$ cat src/pmw_regs.svh
// register map, field positions, reset values and timing figures of the wake-up sequencer
// assumes a 100 MHz system clock and a 32-bit axi4-lite register bus
`ifndef PMW_REGS_SVH
`define PMW_REGS_SVH
// register byte addresses
`define PMW_OSC_ADDR 8'h00
`define PMW_IRQ_ADDR 8'h04
`define PMW_CFG_ADDR 8'h08
`define PMW_STAT_ADDR 8'h0C
// oscillator control fields
`define PMW_OSC_RST 8'h00
`define PMW_OSC_WMASK 8'hF3
`define PMW_IDLE_BIT 7
`define PMW_FSEL_HI 6
`define PMW_FSEL_LO 4
`define PMW_PRDY_BIT 3
`define PMW_ISTB_BIT 2
`define PMW_CSEL_HI 1
`define PMW_CSEL_LO 0
// interrupt control and configuration fields
`define PMW_GIRQ_BIT 7
`define PMW_PRI_HI 2
`define PMW_PRI_LO 0
`define PMW_DUAL_BIT 3
`define PMW_FAIL_BIT 4
`define PMW_CFG_RST 5'h00
// bus answers
`define PMW_RESP_OK 2'h0
`define PMW_RESP_ERR 2'h2
// timing
`define PMW_CLK_NS 10
`define PMW_EXIT_DLY_NS 10000
`define PMW_STARTUP_TICKS 1024
`define PMW_PLL_LOCK_NS 2000000
`define PMW_FAST_INTERNAL_OSC_STAB_NS 1000000
`endif

$ cat src/pmw_pkg.sv
// types used by the wake-up sequencer
// assumes the constants of pmw_regs.svh
package pmw_pkg;
    // primary clock kind, order matches the configuration field
    typedef enum logic [2:0] {PMW_XTAL_LOW, PMW_XTAL_STD, PMW_XTAL_FAST, PMW_XTAL_PLL,
        PMW_EXT_CLK, PMW_RES_CAP, PMW_INT_OSC} pmw_pri_t;
    // power-managed modes
    typedef enum logic [2:0] {PMW_PM_PRIM_RUN, PMW_PM_SEC_RUN, PMW_PM_INT_RUN, PMW_PM_PRIM_IDLE,
        PMW_PM_SEC_IDLE, PMW_PM_INT_IDLE, PMW_PM_SLEEP} pmw_pm_t;
    // sequencer states
    typedef enum logic [1:0] {PMW_SQ_RESET, PMW_SQ_ACTIVE, PMW_SQ_LOW, PMW_SQ_WAKE} pmw_seq_t;
    // system clock multiplexer select
    typedef enum logic [1:0] {PMW_CLK_PRIM, PMW_CLK_SEC, PMW_CLK_INT} pmw_clk_t;
endpackage : pmw_pkg

$ cat src/pmw_wake_ctrl.sv
// wake-up sequencer for power-managed modes with an axi4-lite register slave
// assumes interrupt flags, watchdog and cpu strobes are on clk; reset source and oscillator input are pins
//
// Implementation choices: the AXI4-Lite slave port and the address map.
`timescale 1ns/1ps
`include "pmw_regs.svh"
module pmw_wake_ctrl #(
    parameter int NUM_IRQ = 8,
    parameter int PLL_LOCK_CYC = `PMW_PLL_LOCK_NS / `PMW_CLK_NS,
    parameter int STAB_CYC = `PMW_FAST_INTERNAL_OSC_STAB_NS / `PMW_CLK_NS
) (
    // clock and reset
    input wire logic clk,
    input wire logic rst_n,
    // axi4-lite write channels
    input wire logic [7:0] s_axi_awaddr,
    input wire logic s_axi_awvalid,
    output logic s_axi_awready,
    input wire logic [31:0] s_axi_wdata,
    input wire logic [3:0] s_axi_wstrb,
    input wire logic s_axi_wvalid,
    output logic s_axi_wready,
    output logic [1:0] s_axi_bresp,
    output logic s_axi_bvalid,
    input wire logic s_axi_bready,
    // axi4-lite read channels
    input wire logic [7:0] s_axi_araddr,
    input wire logic s_axi_arvalid,
    output logic s_axi_arready,
    output logic [31:0] s_axi_rdata,
    output logic [1:0] s_axi_rresp,
    output logic s_axi_rvalid,
    input wire logic s_axi_rready,
    // interrupt sources
    input wire logic [NUM_IRQ-1:0] irq_flags,
    input wire logic [NUM_IRQ-1:0] irq_enables,
    // reset source pin and primary oscillator input pin
    input wire logic reset_src_pin,
    input wire logic osc_tick_pin,
    // watchdog and cpu strobes
    input wire logic watchdog_timeout,
    input wire logic sleep_instr,
    input wire logic watchdog_clear_instr,
    input wire logic clock_fail,
    // cpu core and clock multiplexer
    output logic cpu_clock_en,
    output logic cpu_reset,
    output logic irq_vector,
    output logic [1:0] sys_clock_sel,
    output logic primary_osc_en,
    output logic watchdog_clear,
    output logic watchdog_reset
);

    // exit delay, longest figure rounded down
    localparam int EXIT_CYC = `PMW_EXIT_DLY_NS / `PMW_CLK_NS;
    localparam int CW = 18;

    // sequencer state
    pmw_pkg::pmw_seq_t seq_reg;
    pmw_pkg::pmw_pm_t mode_reg;
    pmw_pkg::pmw_clk_t clk_sel_reg;
    logic cpu_clk_reg;
    logic cpu_rst_reg;
    logic prim_en_reg;
    logic vec_pend_reg; // branch owed at resume
    logic vec_reg;
    // registers and flags
    logic [7:0] osc_ctl_reg;
    logic global_irq_enable_reg;
    logic [4:0] cfg_reg;
    logic prdy_reg; // primary clock ready flag
    logic int_stable_reg; // internal oscillator stable flag
    // counters
    logic [9:0] exit_cnt_reg;
    logic [10:0] startup_cnt_reg;
    logic [CW-1:0] pll_cnt_reg;
    logic [CW-1:0] stab_cnt_reg;
    logic prim_rdy_reg;
    // synchronisers and edges
    logic rsrc_s1_reg, rsrc_s2_reg;
    logic osc_s1_reg, osc_s2_reg, osc_s3_reg;
    logic pend_d_reg;
    // watchdog outputs
    logic wd_clr_reg;
    logic wd_rst_reg;
    // bus slave
    logic awready_reg, bvalid_reg, arready_reg, rvalid_reg;
    logic [1:0] bresp_reg, rresp_reg;
    logic [31:0] rdata_reg;

    // mode halts the cpu
    function automatic logic pm_halted(input pmw_pkg::pmw_pm_t m);
        return m inside {pmw_pkg::PMW_PM_PRIM_IDLE, pmw_pkg::PMW_PM_SEC_IDLE,
            pmw_pkg::PMW_PM_INT_IDLE, pmw_pkg::PMW_PM_SLEEP};
    endfunction : pm_halted

    // clock that feeds a mode
    function automatic pmw_pkg::pmw_clk_t pm_clock(input pmw_pkg::pmw_pm_t m);
        if (m inside {pmw_pkg::PMW_PM_SEC_RUN, pmw_pkg::PMW_PM_SEC_IDLE})
            return pmw_pkg::PMW_CLK_SEC;
        if (m inside {pmw_pkg::PMW_PM_INT_RUN, pmw_pkg::PMW_PM_INT_IDLE})
            return pmw_pkg::PMW_CLK_INT;
        return pmw_pkg::PMW_CLK_PRIM;
    endfunction : pm_clock

    // crystal primaries need the start-up timer
    function automatic logic is_xtal(input pmw_pkg::pmw_pri_t p);
        return p inside {pmw_pkg::PMW_XTAL_LOW, pmw_pkg::PMW_XTAL_STD,
            pmw_pkg::PMW_XTAL_FAST, pmw_pkg::PMW_XTAL_PLL};
    endfunction : is_xtal

    // decoded conditions
    pmw_pkg::pmw_pri_t pri;
    pmw_pkg::pmw_pm_t entry_mode;
    logic [2:0] fsel;
    logic irq_rise, cpu_run, wd_rst_ev, dev_rst, wake_ev, fast_start, exit_done;
    logic osc_edge, no_delay, int_in_use, wr_go, wr_en, rd_go, rd_en, osc_wr, enter;
    assign pri = pmw_pkg::pmw_pri_t'(cfg_reg[`PMW_PRI_HI:`PMW_PRI_LO]);
    assign fsel = osc_ctl_reg[`PMW_FSEL_HI:`PMW_FSEL_LO];
    assign irq_rise = (|(irq_flags & irq_enables)) & ~pend_d_reg;
    assign cpu_run = cpu_clk_reg & ~cpu_rst_reg;
    assign wd_rst_ev = watchdog_timeout & cpu_run;
    assign dev_rst = rsrc_s2_reg | wd_rst_ev;
    assign wake_ev = (seq_reg == pmw_pkg::PMW_SQ_LOW) & (irq_rise | (watchdog_timeout & pm_halted(mode_reg)));
    assign fast_start = cfg_reg[`PMW_DUAL_BIT] | cfg_reg[`PMW_FAIL_BIT];
    assign exit_done = exit_cnt_reg == 10'h000;
    assign osc_edge = osc_s2_reg & ~osc_s3_reg;
    // internal primary woken from an internal mode already runs stable
    assign no_delay = (pm_clock(mode_reg) == pmw_pkg::PMW_CLK_INT) & (pri == pmw_pkg::PMW_INT_OSC)
        & (fsel != 3'h0);
    assign int_in_use = (clk_sel_reg == pmw_pkg::PMW_CLK_INT) | (pri == pmw_pkg::PMW_INT_OSC);
    assign enter = sleep_instr & cpu_run & ~wake_ev;
    assign wr_go = s_axi_awvalid & s_axi_wvalid & ~awready_reg & ~bvalid_reg;
    assign wr_en = awready_reg & s_axi_awvalid & s_axi_wvalid;
    assign rd_go = s_axi_arvalid & ~arready_reg & ~rvalid_reg;
    assign rd_en = arready_reg & s_axi_arvalid;
    assign osc_wr = wr_en & (s_axi_awaddr == `PMW_OSC_ADDR) & s_axi_wstrb[0];

    // mode selected by the sleep instruction
    always_comb
    begin
        if (!osc_ctl_reg[`PMW_IDLE_BIT])
            entry_mode = osc_ctl_reg[`PMW_CSEL_HI] ? pmw_pkg::PMW_PM_INT_RUN :
                osc_ctl_reg[`PMW_CSEL_LO] ? pmw_pkg::PMW_PM_SEC_RUN : pmw_pkg::PMW_PM_SLEEP;
        else
            entry_mode = osc_ctl_reg[`PMW_CSEL_HI] ? pmw_pkg::PMW_PM_INT_IDLE :
                osc_ctl_reg[`PMW_CSEL_LO] ? pmw_pkg::PMW_PM_SEC_IDLE : pmw_pkg::PMW_PM_PRIM_IDLE;
    end

    // pin synchronisers and interrupt edge memory
    always_ff @(posedge clk)
    begin
        if (!rst_n)
        begin
            rsrc_s1_reg <= 1'b0;
            rsrc_s2_reg <= 1'b0;
            osc_s1_reg <= 1'b0;
            osc_s2_reg <= 1'b0;
            osc_s3_reg <= 1'b0;
            pend_d_reg <= 1'b0;
        end
        else
        begin
            rsrc_s1_reg <= reset_src_pin;
            rsrc_s2_reg <= rsrc_s1_reg;
            osc_s1_reg <= osc_tick_pin;
            osc_s2_reg <= osc_s1_reg;
            osc_s3_reg <= osc_s2_reg;
            pend_d_reg <= |(irq_flags & irq_enables);
        end
    end

    // fixed exit delay, runs alongside the primary start-up
    always_ff @(posedge clk)
    begin
        if (!rst_n || dev_rst)
            exit_cnt_reg <= 10'h000;
        else if (wake_ev)
            exit_cnt_reg <= (pm_halted(mode_reg) && !no_delay) ? 10'(EXIT_CYC) : 10'h000;
        else if (!exit_done)
            exit_cnt_reg <= exit_cnt_reg - 10'h001;
    end

    // primary readiness: start-up timer for crystals, then pll lock for the pll crystal only
    always_ff @(posedge clk)
    begin
        if (!rst_n || !prim_en_reg)
        begin
            startup_cnt_reg <= 11'h000;
            pll_cnt_reg <= '0;
            prim_rdy_reg <= 1'b0;
        end
        else if (!is_xtal(pri))
            prim_rdy_reg <= 1'b1;
        else if (startup_cnt_reg != 11'(`PMW_STARTUP_TICKS))
            startup_cnt_reg <= startup_cnt_reg + {10'h000, osc_edge};
        else if (pri == pmw_pkg::PMW_XTAL_PLL && pll_cnt_reg != CW'(PLL_LOCK_CYC))
            pll_cnt_reg <= pll_cnt_reg + 1'b1;
        else
            prim_rdy_reg <= 1'b1;
    end

    // internal oscillator stabilisation and its flag
    always_ff @(posedge clk)
    begin
        if (!rst_n || dev_rst || fsel == 3'h0 || !int_in_use)
        begin
            stab_cnt_reg <= '0;
            int_stable_reg <= 1'b0;
        end
        else if (stab_cnt_reg != CW'(STAB_CYC))
            stab_cnt_reg <= stab_cnt_reg + 1'b1;
        else
            int_stable_reg <= 1'b1;
    end

    // wake-up sequencer
    always_ff @(posedge clk)
    begin
        if (!rst_n || dev_rst)
        begin
            // reset wins over any wake request
            seq_reg <= pmw_pkg::PMW_SQ_RESET;
            mode_reg <= pmw_pkg::PMW_PM_PRIM_RUN;
            clk_sel_reg <= pmw_pkg::PMW_CLK_PRIM;
            cpu_clk_reg <= 1'b0;
            cpu_rst_reg <= 1'b1;
            prim_en_reg <= 1'b1;
            prdy_reg <= 1'b0;
            vec_pend_reg <= 1'b0;
            vec_reg <= 1'b0;
        end
        else if (enter)
        begin
            // sleep instruction: primary stops unless primary idle
            vec_reg <= 1'b0;
            seq_reg <= pmw_pkg::PMW_SQ_LOW;
            mode_reg <= entry_mode;
            clk_sel_reg <= pm_clock(entry_mode);
            cpu_clk_reg <= !pm_halted(entry_mode);
            prim_en_reg <= entry_mode == pmw_pkg::PMW_PM_PRIM_IDLE;
            if (entry_mode != pmw_pkg::PMW_PM_PRIM_IDLE)
                prdy_reg <= 1'b0;
        end
        else
        begin
            vec_reg <= 1'b0;
            unique case (seq_reg)
                pmw_pkg::PMW_SQ_RESET:
                begin
                    if (rsrc_s2_reg)
                        cpu_rst_reg <= 1'b1;
                    else if (prim_rdy_reg)
                    begin
                        // held until primary ready, then flag and run
                        prdy_reg <= 1'b1;
                        cpu_rst_reg <= 1'b0;
                        cpu_clk_reg <= 1'b1;
                        seq_reg <= pmw_pkg::PMW_SQ_ACTIVE;
                    end
                    else if (fast_start)
                    begin
                        // run early from the internal block
                        cpu_rst_reg <= 1'b0;
                        cpu_clk_reg <= 1'b1;
                        clk_sel_reg <= pmw_pkg::PMW_CLK_INT;
                        mode_reg <= pmw_pkg::PMW_PM_INT_RUN;
                        seq_reg <= pmw_pkg::PMW_SQ_WAKE;
                    end
                end
                pmw_pkg::PMW_SQ_ACTIVE:
                    seq_reg <= pmw_pkg::PMW_SQ_ACTIVE;
                pmw_pkg::PMW_SQ_LOW:
                begin
                    if (wake_ev)
                    begin
                        seq_reg <= pmw_pkg::PMW_SQ_WAKE;
                        prim_en_reg <= 1'b1;
                        vec_pend_reg <= irq_rise & global_irq_enable_reg;
                        if (pm_halted(mode_reg))
                            cpu_clk_reg <= 1'b0;
                        if (mode_reg == pmw_pkg::PMW_PM_SLEEP && cfg_reg[`PMW_DUAL_BIT])
                            clk_sel_reg <= pmw_pkg::PMW_CLK_INT;
                    end
                end
                pmw_pkg::PMW_SQ_WAKE:
                begin
                    // execute on the mode clock once the exit delay is over; from sleep on the internal clock with the dual bit set, else once the primary is ready
                    if (exit_done && (mode_reg != pmw_pkg::PMW_PM_SLEEP || cfg_reg[`PMW_DUAL_BIT]))
                        cpu_clk_reg <= 1'b1;
                    if (exit_done && vec_pend_reg && (cpu_clk_reg || prim_rdy_reg
                        || mode_reg != pmw_pkg::PMW_PM_SLEEP || cfg_reg[`PMW_DUAL_BIT]))
                    begin
                        vec_reg <= 1'b1;
                        vec_pend_reg <= 1'b0;
                    end
                    if (exit_done && prim_rdy_reg)
                    begin
                        // switch back to the primary clock
                        seq_reg <= pmw_pkg::PMW_SQ_ACTIVE;
                        mode_reg <= pmw_pkg::PMW_PM_PRIM_RUN;
                        clk_sel_reg <= pmw_pkg::PMW_CLK_PRIM;
                        cpu_clk_reg <= 1'b1;
                        prdy_reg <= is_xtal(pri) | prdy_reg;
                    end
                end
            endcase
        end
    end

    // software registers; device resets clear oscillator control
    always_ff @(posedge clk)
    begin
        if (!rst_n || dev_rst)
        begin
            osc_ctl_reg <= `PMW_OSC_RST;
            global_irq_enable_reg <= 1'b0;
        end
        else if (wr_en && s_axi_wstrb[0])
        begin
            if (osc_wr)
                osc_ctl_reg <= s_axi_wdata[7:0] & `PMW_OSC_WMASK;
            if (s_axi_awaddr == `PMW_IRQ_ADDR)
                global_irq_enable_reg <= s_axi_wdata[`PMW_GIRQ_BIT];
        end
    end

    // configuration survives device resets
    always_ff @(posedge clk)
    begin
        if (!rst_n)
            cfg_reg <= `PMW_CFG_RST;
        else if (wr_en && s_axi_wstrb[0] && s_axi_awaddr == `PMW_CFG_ADDR)
            cfg_reg <= s_axi_wdata[4:0];
    end

    // watchdog clear and reset strobes
    always_ff @(posedge clk)
    begin
        if (!rst_n)
        begin
            wd_clr_reg <= 1'b0;
            wd_rst_reg <= 1'b0;
        end
        else
        begin
            wd_clr_reg <= sleep_instr | watchdog_clear_instr | (clock_fail & cfg_reg[`PMW_FAIL_BIT])
                | (osc_wr & int_in_use & (s_axi_wdata[`PMW_FSEL_HI:`PMW_FSEL_LO] != fsel));
            wd_rst_reg <= wd_rst_ev;
        end
    end

    // axi4-lite write: address and data taken together
    always_ff @(posedge clk)
    begin
        if (!rst_n)
        begin
            awready_reg <= 1'b0;
            bvalid_reg <= 1'b0;
            bresp_reg <= `PMW_RESP_OK;
        end
        else
        begin
            awready_reg <= wr_go;
            if (wr_en)
            begin
                bvalid_reg <= 1'b1;
                // unmapped address answers slave error
                bresp_reg <= (s_axi_awaddr inside {`PMW_OSC_ADDR, `PMW_IRQ_ADDR, `PMW_CFG_ADDR,
                    `PMW_STAT_ADDR}) ? `PMW_RESP_OK : `PMW_RESP_ERR;
            end
            else if (s_axi_bready)
                bvalid_reg <= 1'b0;
        end
    end

    // axi4-lite read with register mux
    always_ff @(posedge clk)
    begin
        if (!rst_n)
        begin
            arready_reg <= 1'b0;
            rvalid_reg <= 1'b0;
            rdata_reg <= 32'h0000_0000;
            rresp_reg <= `PMW_RESP_OK;
        end
        else
        begin
            arready_reg <= rd_go;
            if (rd_en)
            begin
                rvalid_reg <= 1'b1;
                rresp_reg <= `PMW_RESP_OK;
                unique case (s_axi_araddr)
                    `PMW_OSC_ADDR: rdata_reg <= {24'h00_0000, osc_ctl_reg[7:4], prdy_reg,
                        int_stable_reg, osc_ctl_reg[1:0]};
                    `PMW_IRQ_ADDR: rdata_reg <= {24'h00_0000, global_irq_enable_reg, 7'h00};
                    `PMW_CFG_ADDR: rdata_reg <= {27'h000_0000, cfg_reg};
                    `PMW_STAT_ADDR: rdata_reg <= {24'h00_0000, 1'b0, prim_rdy_reg, seq_reg, 1'b0, mode_reg};
                    default:
                    begin
                        rdata_reg <= 32'h0000_0000;
                        rresp_reg <= `PMW_RESP_ERR;
                    end
                endcase
            end
            else if (s_axi_rready)
                rvalid_reg <= 1'b0;
        end
    end

    // outputs straight from flip-flops
    assign s_axi_awready = awready_reg;
    assign s_axi_wready = awready_reg;
    assign s_axi_bvalid = bvalid_reg;
    assign s_axi_bresp = bresp_reg;
    assign s_axi_arready = arready_reg;
    assign s_axi_rvalid = rvalid_reg;
    assign s_axi_rdata = rdata_reg;
    assign s_axi_rresp = rresp_reg;
    assign cpu_clock_en = cpu_clk_reg;
    assign cpu_reset = cpu_rst_reg;
    assign irq_vector = vec_reg;
    assign sys_clock_sel = clk_sel_reg;
    assign primary_osc_en = prim_en_reg;
    assign watchdog_clear = wd_clr_reg;
    assign watchdog_reset = wd_rst_reg;
endmodule : pmw_wake_ctrl

$ cat config.mk
export PLATFORM = sky130hd
export DESIGN_NAME = pmw_wake_ctrl
export DESIGN_NICKNAME = d
export VERILOG_FILES = /design/src/pmw_pkg.sv /design/src/pmw_wake_ctrl.sv
export VERILOG_INCLUDE_DIRS = /design/src /design/src/src
export SDC_FILE = /design/constraint.sdc
export NUM_CORES = 1
export LEC_CHECK = 0
export BUFFER_PORTS_ARGS = -buffer_cell sky130_fd_sc_hd__buf_2
export CORE_ASPECT_RATIO = 1.2
export CORE_MARGIN = 1.5
export CORE_UTILIZATION = 40
export DETAILED_ROUTE_END_ITERATION = 8
export SLEW_MARGIN = 10
export SYNTH_ARGS = -nofsm -noshare
export SYNTH_HDL_FRONTEND = slang
export SYNTH_SLANG_ARGS = --single-unit
$ cat constraint.sdc
create_clock -name clk -period 5.4 [get_ports clk]
set_input_delay 1.08 -clock clk [delete_from_list [all_inputs] [get_ports clk]]
set_output_delay 1.08 -clock clk [all_outputs]
set_load 0.01 [all_outputs]
==> key figures, run 1 <==
Final layout
  – Share of layout cells above drive strength 1: 0.177
  – Nets@finish: 778
  – Ant diodes: 0
  – Non-Filler Instances: approximately 860
  – Most frequent cells in the layout: 106 x dfxtp_1, 98 x nor2_1, 76 x buf_2
  – Most common cell after layout, fill and taps aside: dfxtp_1
  – Area grow syn2layout: 12.8%
  – Post-layout util: 0.461

CTS
  – CTS tree: built
  – Clk_lat worst skew: about 0.35 ns
  – Cts repair resizes: 0
  – Post-CTS Hold Buffers: 0
  – Num CTS Buffers: 9
  – Root Driver: clkbuf_16
  – Clk sinks: 106
  – Clock buffer depth: 2
  – H-tree levels: 3
  – Clk slew on worst S/H paths: 0.07 ns
  – Number of setup buffers added after CTS: 0

Floorplanning
  – Initial Util: 0.408
  – FP Rows: 46
  – Die area: roughly 14000 µm²
  – Die width: 109 µm
  – Die height: 130 µm
  – I/O Pins: 130
  – CORE AREA: ~13000 µm²

Critical path
  – Reg-to-reg slack, setup: 3.21 ns
  – FF-to-FF End: stab_cnt_reg[17]$_SDFFE_PP0P_
  – Crit path largest cell delay: roughly 0.61 ns
  – CP Max Fanout: 23
  – Worst setup path category: primary input to flop
  – FF-to-FF Start: cpu_clock_en$_SDFFE_PP0P_
  – CP arrival: around 3.1 ns
  – Crit path launch type: primary input
  – Required time worst endpoint: between 5 and 6 ns
  – Worst Setup End Kind: flop
  – R2R depth: 5
  – Critical-path top delay cell: a211o_1
  – Crit-path cells: buf_2 > inv_1 > a211o_1 > nor2_1 > nand2_1 > nor3_1

Power
  – PD cells: approximately 330 nW/µm²
  – Peak VDD IR: between 0.15 and 0.2 mV
  – Tot Pwr: 1.97 mW
  – Leakage power: approximately 2.4 nW

Synthesis
  – Post-synth ARST share: 0
  – Synthesized instance count: 620
  – EDFF count, synth: 0
  – Sequential element share of the synthesized area: 0.396
  – Yosys reg bits: 106
  – Avg Cell Area, Syn: between 8 and 9 µm²
  – Synthesis warning total: 0
  – Primary FF master, synth: dfxtp_1
  – Synth Cell Area: 5360 µm²
  – Synth cell types: 74

Placement
  – Dpl cells: 843
  – DP HPWL: approximately 9000 µm
  – Dpl ws: approximately 2.1 ns
  – Final RePlAce weighted congestion: 0.845
  – IO Port Bufs: 76

Global routing
  – Antenna violations before repair: 0
  – Vias in the first global route: 3974
  – Grt total ovfl: 0
  – Global-route wire length before repair: between 15000 and 20000 µm
  – Tot GR Track Use: 0.169
  – Largest net degree at the start of global routing: 31

Detailed routing
  – Avg WL per Cell: around 14 µm
  – Pre-antenna DRT Iters: 4
  – First DRT Iteration DRCs: 264
  – Routed via count: 4443
  – DRC Markers: 0
  – Total Wirelength: about 12000 µm
  – Vias per Instance: between 5 and 6
  – DRT antenna net count: 0

Min path
  – Hold crit path type: flop to flop
  – Hold_sp: osc_s1_reg$_SDFF_PN0_
  – Hold endpoint: osc_s2_reg$_SDFF_PN0_
  – Hold Path Stages: 1

STA
  – Min Tclk post-route: 2.85 ns
  – Fin. max-slew vios: 0
  – Slew HR: 0.351
  – Final count of hold timing violations: 0
  – Clock Skews: 0.00835 ns
  – Fmax: 351 MHz
  – RSZ-0062 raised after global routing: no
  – Final setup viols: 0
  – Final period util: 0.527
  – Worst-Margin Slew: 0.971 ns
  – Final worst slack: around 2.6 ns
  – Final setup TNS: 0 ns

Status
  – Status: finished clean

Flow run
  – Maxcap violations: 0
worst max-delay path, delay by kind of cell:
family,cells,cell delay (ns)
compound gates,1,0.61
buf+inv,2,0.66
simple gates,3,0.70
routing by layer:
| layer | routed length (µm) | track usage | part of all wire |
|---|---|---|---|
| met5 | 0 | 0 | 0 |
| met2 | 5910 | 0.282 | 0.50 |
| met3 | 448 | 0.0410 | 0.038 |
| met1 | 5320 | 0.211 | 0.45 |
| met4 | 174 | 0.0573 | 0.015 |
logic make-up after synthesis:
kind of cell,synth area share
adders and majority gates,0.0257
xor gates and xnor gates,0.0817
buffers and inverters,0.0619
and+or+nand+nor,0.266
other,0.000700
DFF,0.396
muxes,0.0439
AOI/OAI and AO/OA,0.124
through the flow:
| stage | instance area (µm²) | hold WS (ns) |
|---|---|---|
| after global placement | 5770 | 0.417 |
| after CTS | 6040 | 0.441 |
| final | 6040 | 0.439 |
| after global routing | 6040 | 0.449 |
| after floorplan | 5450 | 0.412 |
| after detailed placement | 5770 | 0.421 |
cells in the mapped netlist, types with 7 or more instances:
library cell / count / area, µm²
clkbuf_1: 16 / 60.1
nor4_1: 7 / 43.8
mux2i_1: 19 / 190
nor3_1: 17 / 85.1
xor2_1: 35 / 307
buf_4: 27 / 203
a21oi_1: 41 / 205
ha_1: 11 / 138
nand4_1: 17 / 106
nand2_1: 56 / 210
o21ai_0: 11 / 55.1
xnor2_1: 15 / 131
nor2_1: 98 / 368
dfxtp_1: 106 / 2120
nand3_1: 18 / 90.1
inv_1: 15 / 56.3
report_power, final:
part / leakage, nW / switching [mW] / internal (mW)
Sequential: 0.859 / 0.0482 / 0.827
Combinational: 1.37 / 0.269 / 0.200
Clock: 0.135 / 0.299 / 0.326
Total: 2.36 / 0.616 / 1.35
cell type report:
cell class                 count  area [µm²]
clock inverter                 5        38.8
clock buffer                  10         239
fill                        1321        7080
inverter                      15        56.3
multi-input combinational    478        3000
tap                          168         210
timing repair buffer          76         380
sequential                   106        2120
worst max-delay path by stage:
stage,to,slack [ns],cells past startpoint,from
finish,stab_cnt_reg[17]$_SDFFE_PP0P_,2.55,6,rst_n
global route,stab_cnt_reg[2]$_SDFFE_PP0P_,2.28,6,rst_n
CTS,stab_cnt_reg[17]$_SDFFE_PP0P_,2.47,6,rst_n
detailed placement,stab_cnt_reg[17]$_SDFFE_PP0P_,2.09,6,rst_n
global placement,stab_cnt_reg[17]$_SDFFE_PP0P_,2.15,6,rst_n
floorplan,sys_clock_sel[0]$_SDFFE_PP0P_,2.94,6,irq_flags[2]
(Power assumes the default switching activity.)
==> run 2, diff against run 1 <==
--- a/config.mk
+++ b/config.mk
@@ -6,6 +6,7 @@
 export SDC_FILE = /design/constraint.sdc
 export NUM_CORES = 1
 export LEC_CHECK = 0
+export ABC_AREA = 1
 export BUFFER_PORTS_ARGS = -buffer_cell sky130_fd_sc_hd__buf_2
 export CORE_ASPECT_RATIO = 1.2
 export CORE_MARGIN = 1.5
==> constraint.sdc (replaced) <==
create_clock -name clk -period 2.49 [get_ports clk]
set_input_delay 0.498 -clock clk [delete_from_list [all_inputs] [get_ports clk]]
set_output_delay 0.498 -clock clk [all_outputs]
set_load 0.01 [all_outputs]
==> run 2 against run 1 <==
Effect of this change: clock-buffer cell count decreased by 1; first-iteration DRC count decreased by 20%; critical path depth increased by 6; worst setup slack got worse by 1.9 ns; wire length increased by 8.9%; global-route usage increased by 1.0 points; clock skew about the same; register-to-register slack got worse by 2.6 ns; cell count increased by 24%; power increased by 140%; sequential share of layout area decreased by 2.0 points; critical path type is now flop to flop; highest routed layer unchanged.
==> key figures, run 2 <==
Detailed routing
  – Pre-antenna DRT Iters: 5 (+1)
  – Routed via count: 5199 (+17%)
  – Avg WL per Cell: 12.1 µm (-12%)
  – Vias per Instance: 4.89 (-5.6%)
  – DRC Markers: 0 (unchanged)
  – DRT antenna net count: 0 (unchanged)
  – First DRT Iteration DRCs: 211 (-20%)
  – Total Wirelength: 12900 µm (+8.9%)

Synthesis
  – Post-synth ARST share: 0 (unchanged)
  – Primary FF master, synth: dfxtp_1
  – Synth top area share: 0.378 (-0.0181)
  – Most common cell in the netlist: nand2_1
  – Synthesized instance count: 807 (+30%)
  – Avg Cell Area, Syn: 6.96 µm² (-19%)
  – Yosys reg bits: 106 (unchanged)
  – Synth area leader: dfxtp_1
  – Synthesis warning total: 0 (unchanged)
  – EDFF count, synth: 0 (unchanged)
  – Post-synth top cells: 171 x nand2_1, 111 x inv_1, 106 x dfxtp_1
  – Sequential element share of the synthesized area: 0.378 (-0.0181)
  – Synth area leaders: dfxtp_1 38%, nand2_1 11%, inv_1 7.4%
  – Synth Cell Area: 5610 µm² (+4.8%)
  – Synth cell types: 43 (-42%)

STA
  – Final count of hold timing violations: 0 (unchanged)
  – Min Tclk post-route: 1.87 ns
  – Worst-Margin Slew: 0.660 ns (-0.311 ns)
  – Slew HR: 0.559 (+0.208)
  – Hold WS: 0.314 ns (-0.124 ns)
  – Clock Skews: 0.00802 ns (-0.000330 ns)
  – RSZ-0062 raised after global routing: no
  – Final setup TNS: 0 ns (unchanged)
  – Fmax: 534 MHz
  – Final setup viols: 0 (unchanged)
  – Final period util: 0.752
  – Fin. max-slew vios: 0 (unchanged)
  – Final worst slack: 0.617 ns (-1.94 ns)

Final layout
  – FF/Latch Area: 2120 µm² (unchanged)
  – Non-Filler Instances: 1064 (+24%)
  – Most common cell after layout, fill and taps aside: nand2_1
  – Ant diodes: 0 (unchanged)
  – Design Area, Final: 6410 µm² (+6.1%)
  – Nets@finish: 980 (+26%)
  – Multi-input combinational cell area: 2890 µm² (-3.5%)
  – Share of layout cells above drive strength 1: 0.140 (-0.0368)
  – Most frequent cells in the layout: 171 x nand2_1, 111 x inv_1, 106 x dfxtp_1
  – Layout fillers: 1476 (+12%)
  – Area grow syn2layout: 14.2%
  – Post-layout util: 0.466 (+0.00546)

CTS
  – Cts repair resizes: 0 (unchanged)
  – Clk_lat worst skew: 0.37 ns (+0.02 ns)
  – CTS tree: built
  – H-tree levels: 3 (unchanged)
  – Number of setup buffers added after CTS: 0 (unchanged)
  – Num CTS Buffers: 9 (unchanged)
  – Clk sinks: 106 (unchanged)
  – Clock buffer depth: 2 (unchanged)
  – Clk slew on worst S/H paths: 0.07 ns (about the same)
  – Root Driver: clkbuf_16
  – Post-CTS Hold Buffers: 0 (unchanged)

Critical path
  – Crit path launch type: flop
  – Crit path depth: 12 (+6)
  – FF-to-FF Start: osc_s2_reg$_SDFF_PN0_
  – Critical-path top delay cell: dfxtp_1
  – Worst setup endpoint: startup_cnt_reg[10]$_SDFFE_PP0P_
  – Crit path from: osc_s2_reg$_SDFF_PN0_
  – Crit-path cells: inv_1 > nor2_1 > ha_1 > ha_1 > inv_1 > nor2_1 > nand2_1 > nor4_1 > nand2_1 > nor2_1 > a21oi_1 > o21a_1
  – Worst setup path category: flop to flop
  – Required time worst endpoint: 2.75 ns (-2.87 ns)
  – Reg-to-reg slack, setup: 0.62 ns (-2.59 ns)
  – Crit path largest cell delay: 0.33 ns (-0.28 ns)
  – R2R depth: 12 (+7)
  – Worst Setup End Kind: flop
  – Most common cell on crit path: nor2_1
  – Crit-path leading delay family: simple AND/OR/NAND/NOR gates
  – CP Max Fanout: 4 (-83%)
  – CP arrival: 2.14 ns (-0.93 ns)
  – FF-to-FF End: startup_cnt_reg[10]$_SDFFE_PP0P_
  – CP bufs+invs: 2 (unchanged)

Placement
  – IO Port Bufs: 76 (unchanged)
  – Dpl cells: 1048 (+24%)
  – Dpl cell area: 6080 µm² (+5.5%)
  – Dpl ws: 0.440 ns (-1.65 ns)
  – Final RePlAce weighted congestion: 0.871 (+3.0%)
  – DP HPWL: 10000 µm (+14%)

Global routing
  – Antenna violations before repair: 0 (unchanged)
  – Grt total ovfl: 0 (unchanged)
  – Met3 GRT Util: 0.0366 (-0.00431)
  – Top Usage Layer GRT: met2
  – Tot GR Track Use: 0.179 (+0.0102)
  – Global-route wire length before repair: 21500 µm (+15%)
  – Met1 usage: 0.218 (+0.00692)
  – Vias in the first global route: 4688 (+18%)
  – Largest net degree at the start of global routing: 20 (-35%)
  – Met2 Use GR: 0.306 (+0.0236)

Min path
  – Hold crit path type: primary input to flop

Floorplanning
  – Initial Util: 0.408 (about the same)
  – I/O Pins: 130 (unchanged)
  – Die width: 111 µm (+2.3%)
  – CORE AREA: 13800 µm² (+4.9%)
  – Die height: 133 µm (+2.3%)
  – Die area: 14800 µm² (+4.7%)
  – FP Rows: 47 (+2.2%)

Power
  – PD cells: 748 nW/µm² (+130%)
  – Leakage power: 2.82 nW (+20%)
  – Peak VDD IR: 0.476 mV (+170%)
  – Tot Pwr: 4.80 mW (+140%)

Status
  – Status: finished clean

Flow run
  – Maxcap violations: 0 (unchanged)
## run 2: area by class of cell
| type | instances | share of cell area |
|---|---|---|
| Clock buffer | 9 | 0.0351 |
| Tap cell | 171 | 0.0334 |
| Inverter | 116 | 0.0679 |
| Clock inverter | 7 | 0.0166 |
| Sequential cell | 106 | 0.331 |
| Timing Repair Buffer | 81 | 0.0652 |
| Multi-Input combinational cell | 574 | 0.451 |
## run 2: where the power goes
part           switching (mW)  internal, mW  total [mW]
Clock                   0.694         0.899        1.59
Combinational           0.821         0.461        1.28
Sequential             0.0919          1.83        1.92
## run 2: logic make-up (layout without fill, tap and decap cells)
| logic type | count (synthesis) | in the layout | synth area share |
|---|---|---|---|
| other | 1 | 26 | 0.000668 |
| xor gates and xnor gates | 20 | 20 | 0.0312 |
| and+or+nand+nor | 377 | 377 | 0.301 |
| buffers and inverters | 152 | 213 | 0.123 |
| adders and majority gates | 11 | 11 | 0.0245 |
| DFF | 106 | 106 | 0.378 |
| AOI/OAI and AO/OA | 140 | 140 | 0.142 |
## run 2: how the worst min path moves through the flow
stage	start	end	slack (ns)	depth (start not counted)
3_3_place_gp	rsrc_s1_reg$_SDFF_PN0_	rsrc_s2_reg$_SDFF_PN0_	0.40	2
5_1_grt	osc_tick_pin	osc_s1_reg$_SDFF_PN0_	0.31	3
2_1_floorplan	osc_s1_reg$_SDFF_PN0_	osc_s2_reg$_SDFF_PN0_	0.39	2
4_1_cts	osc_tick_pin	osc_s1_reg$_SDFF_PN0_	0.31	3
3_5_place_dp	rsrc_s1_reg$_SDFF_PN0_	rsrc_s2_reg$_SDFF_PN0_	0.40	2
6_report	reset_src_pin	rsrc_s1_reg$_SDFF_PN0_	0.31	3
## run 2: metal layers
metal,vias up,part of all wire
met1,2282,0.46
li1,2764,-
met2,125,0.47
met4,0,0.026
met3,28,0.045
met5,-,0
## run 2: worst register-to-register path: cells and delay by family, from the launching register on
kind	cells	cell delay (ns)
compound gates	2	0.18
buf+inv	2	0.10
fa+ha+maj	2	0.31
flops	1	0.33
simple gates	6	0.85
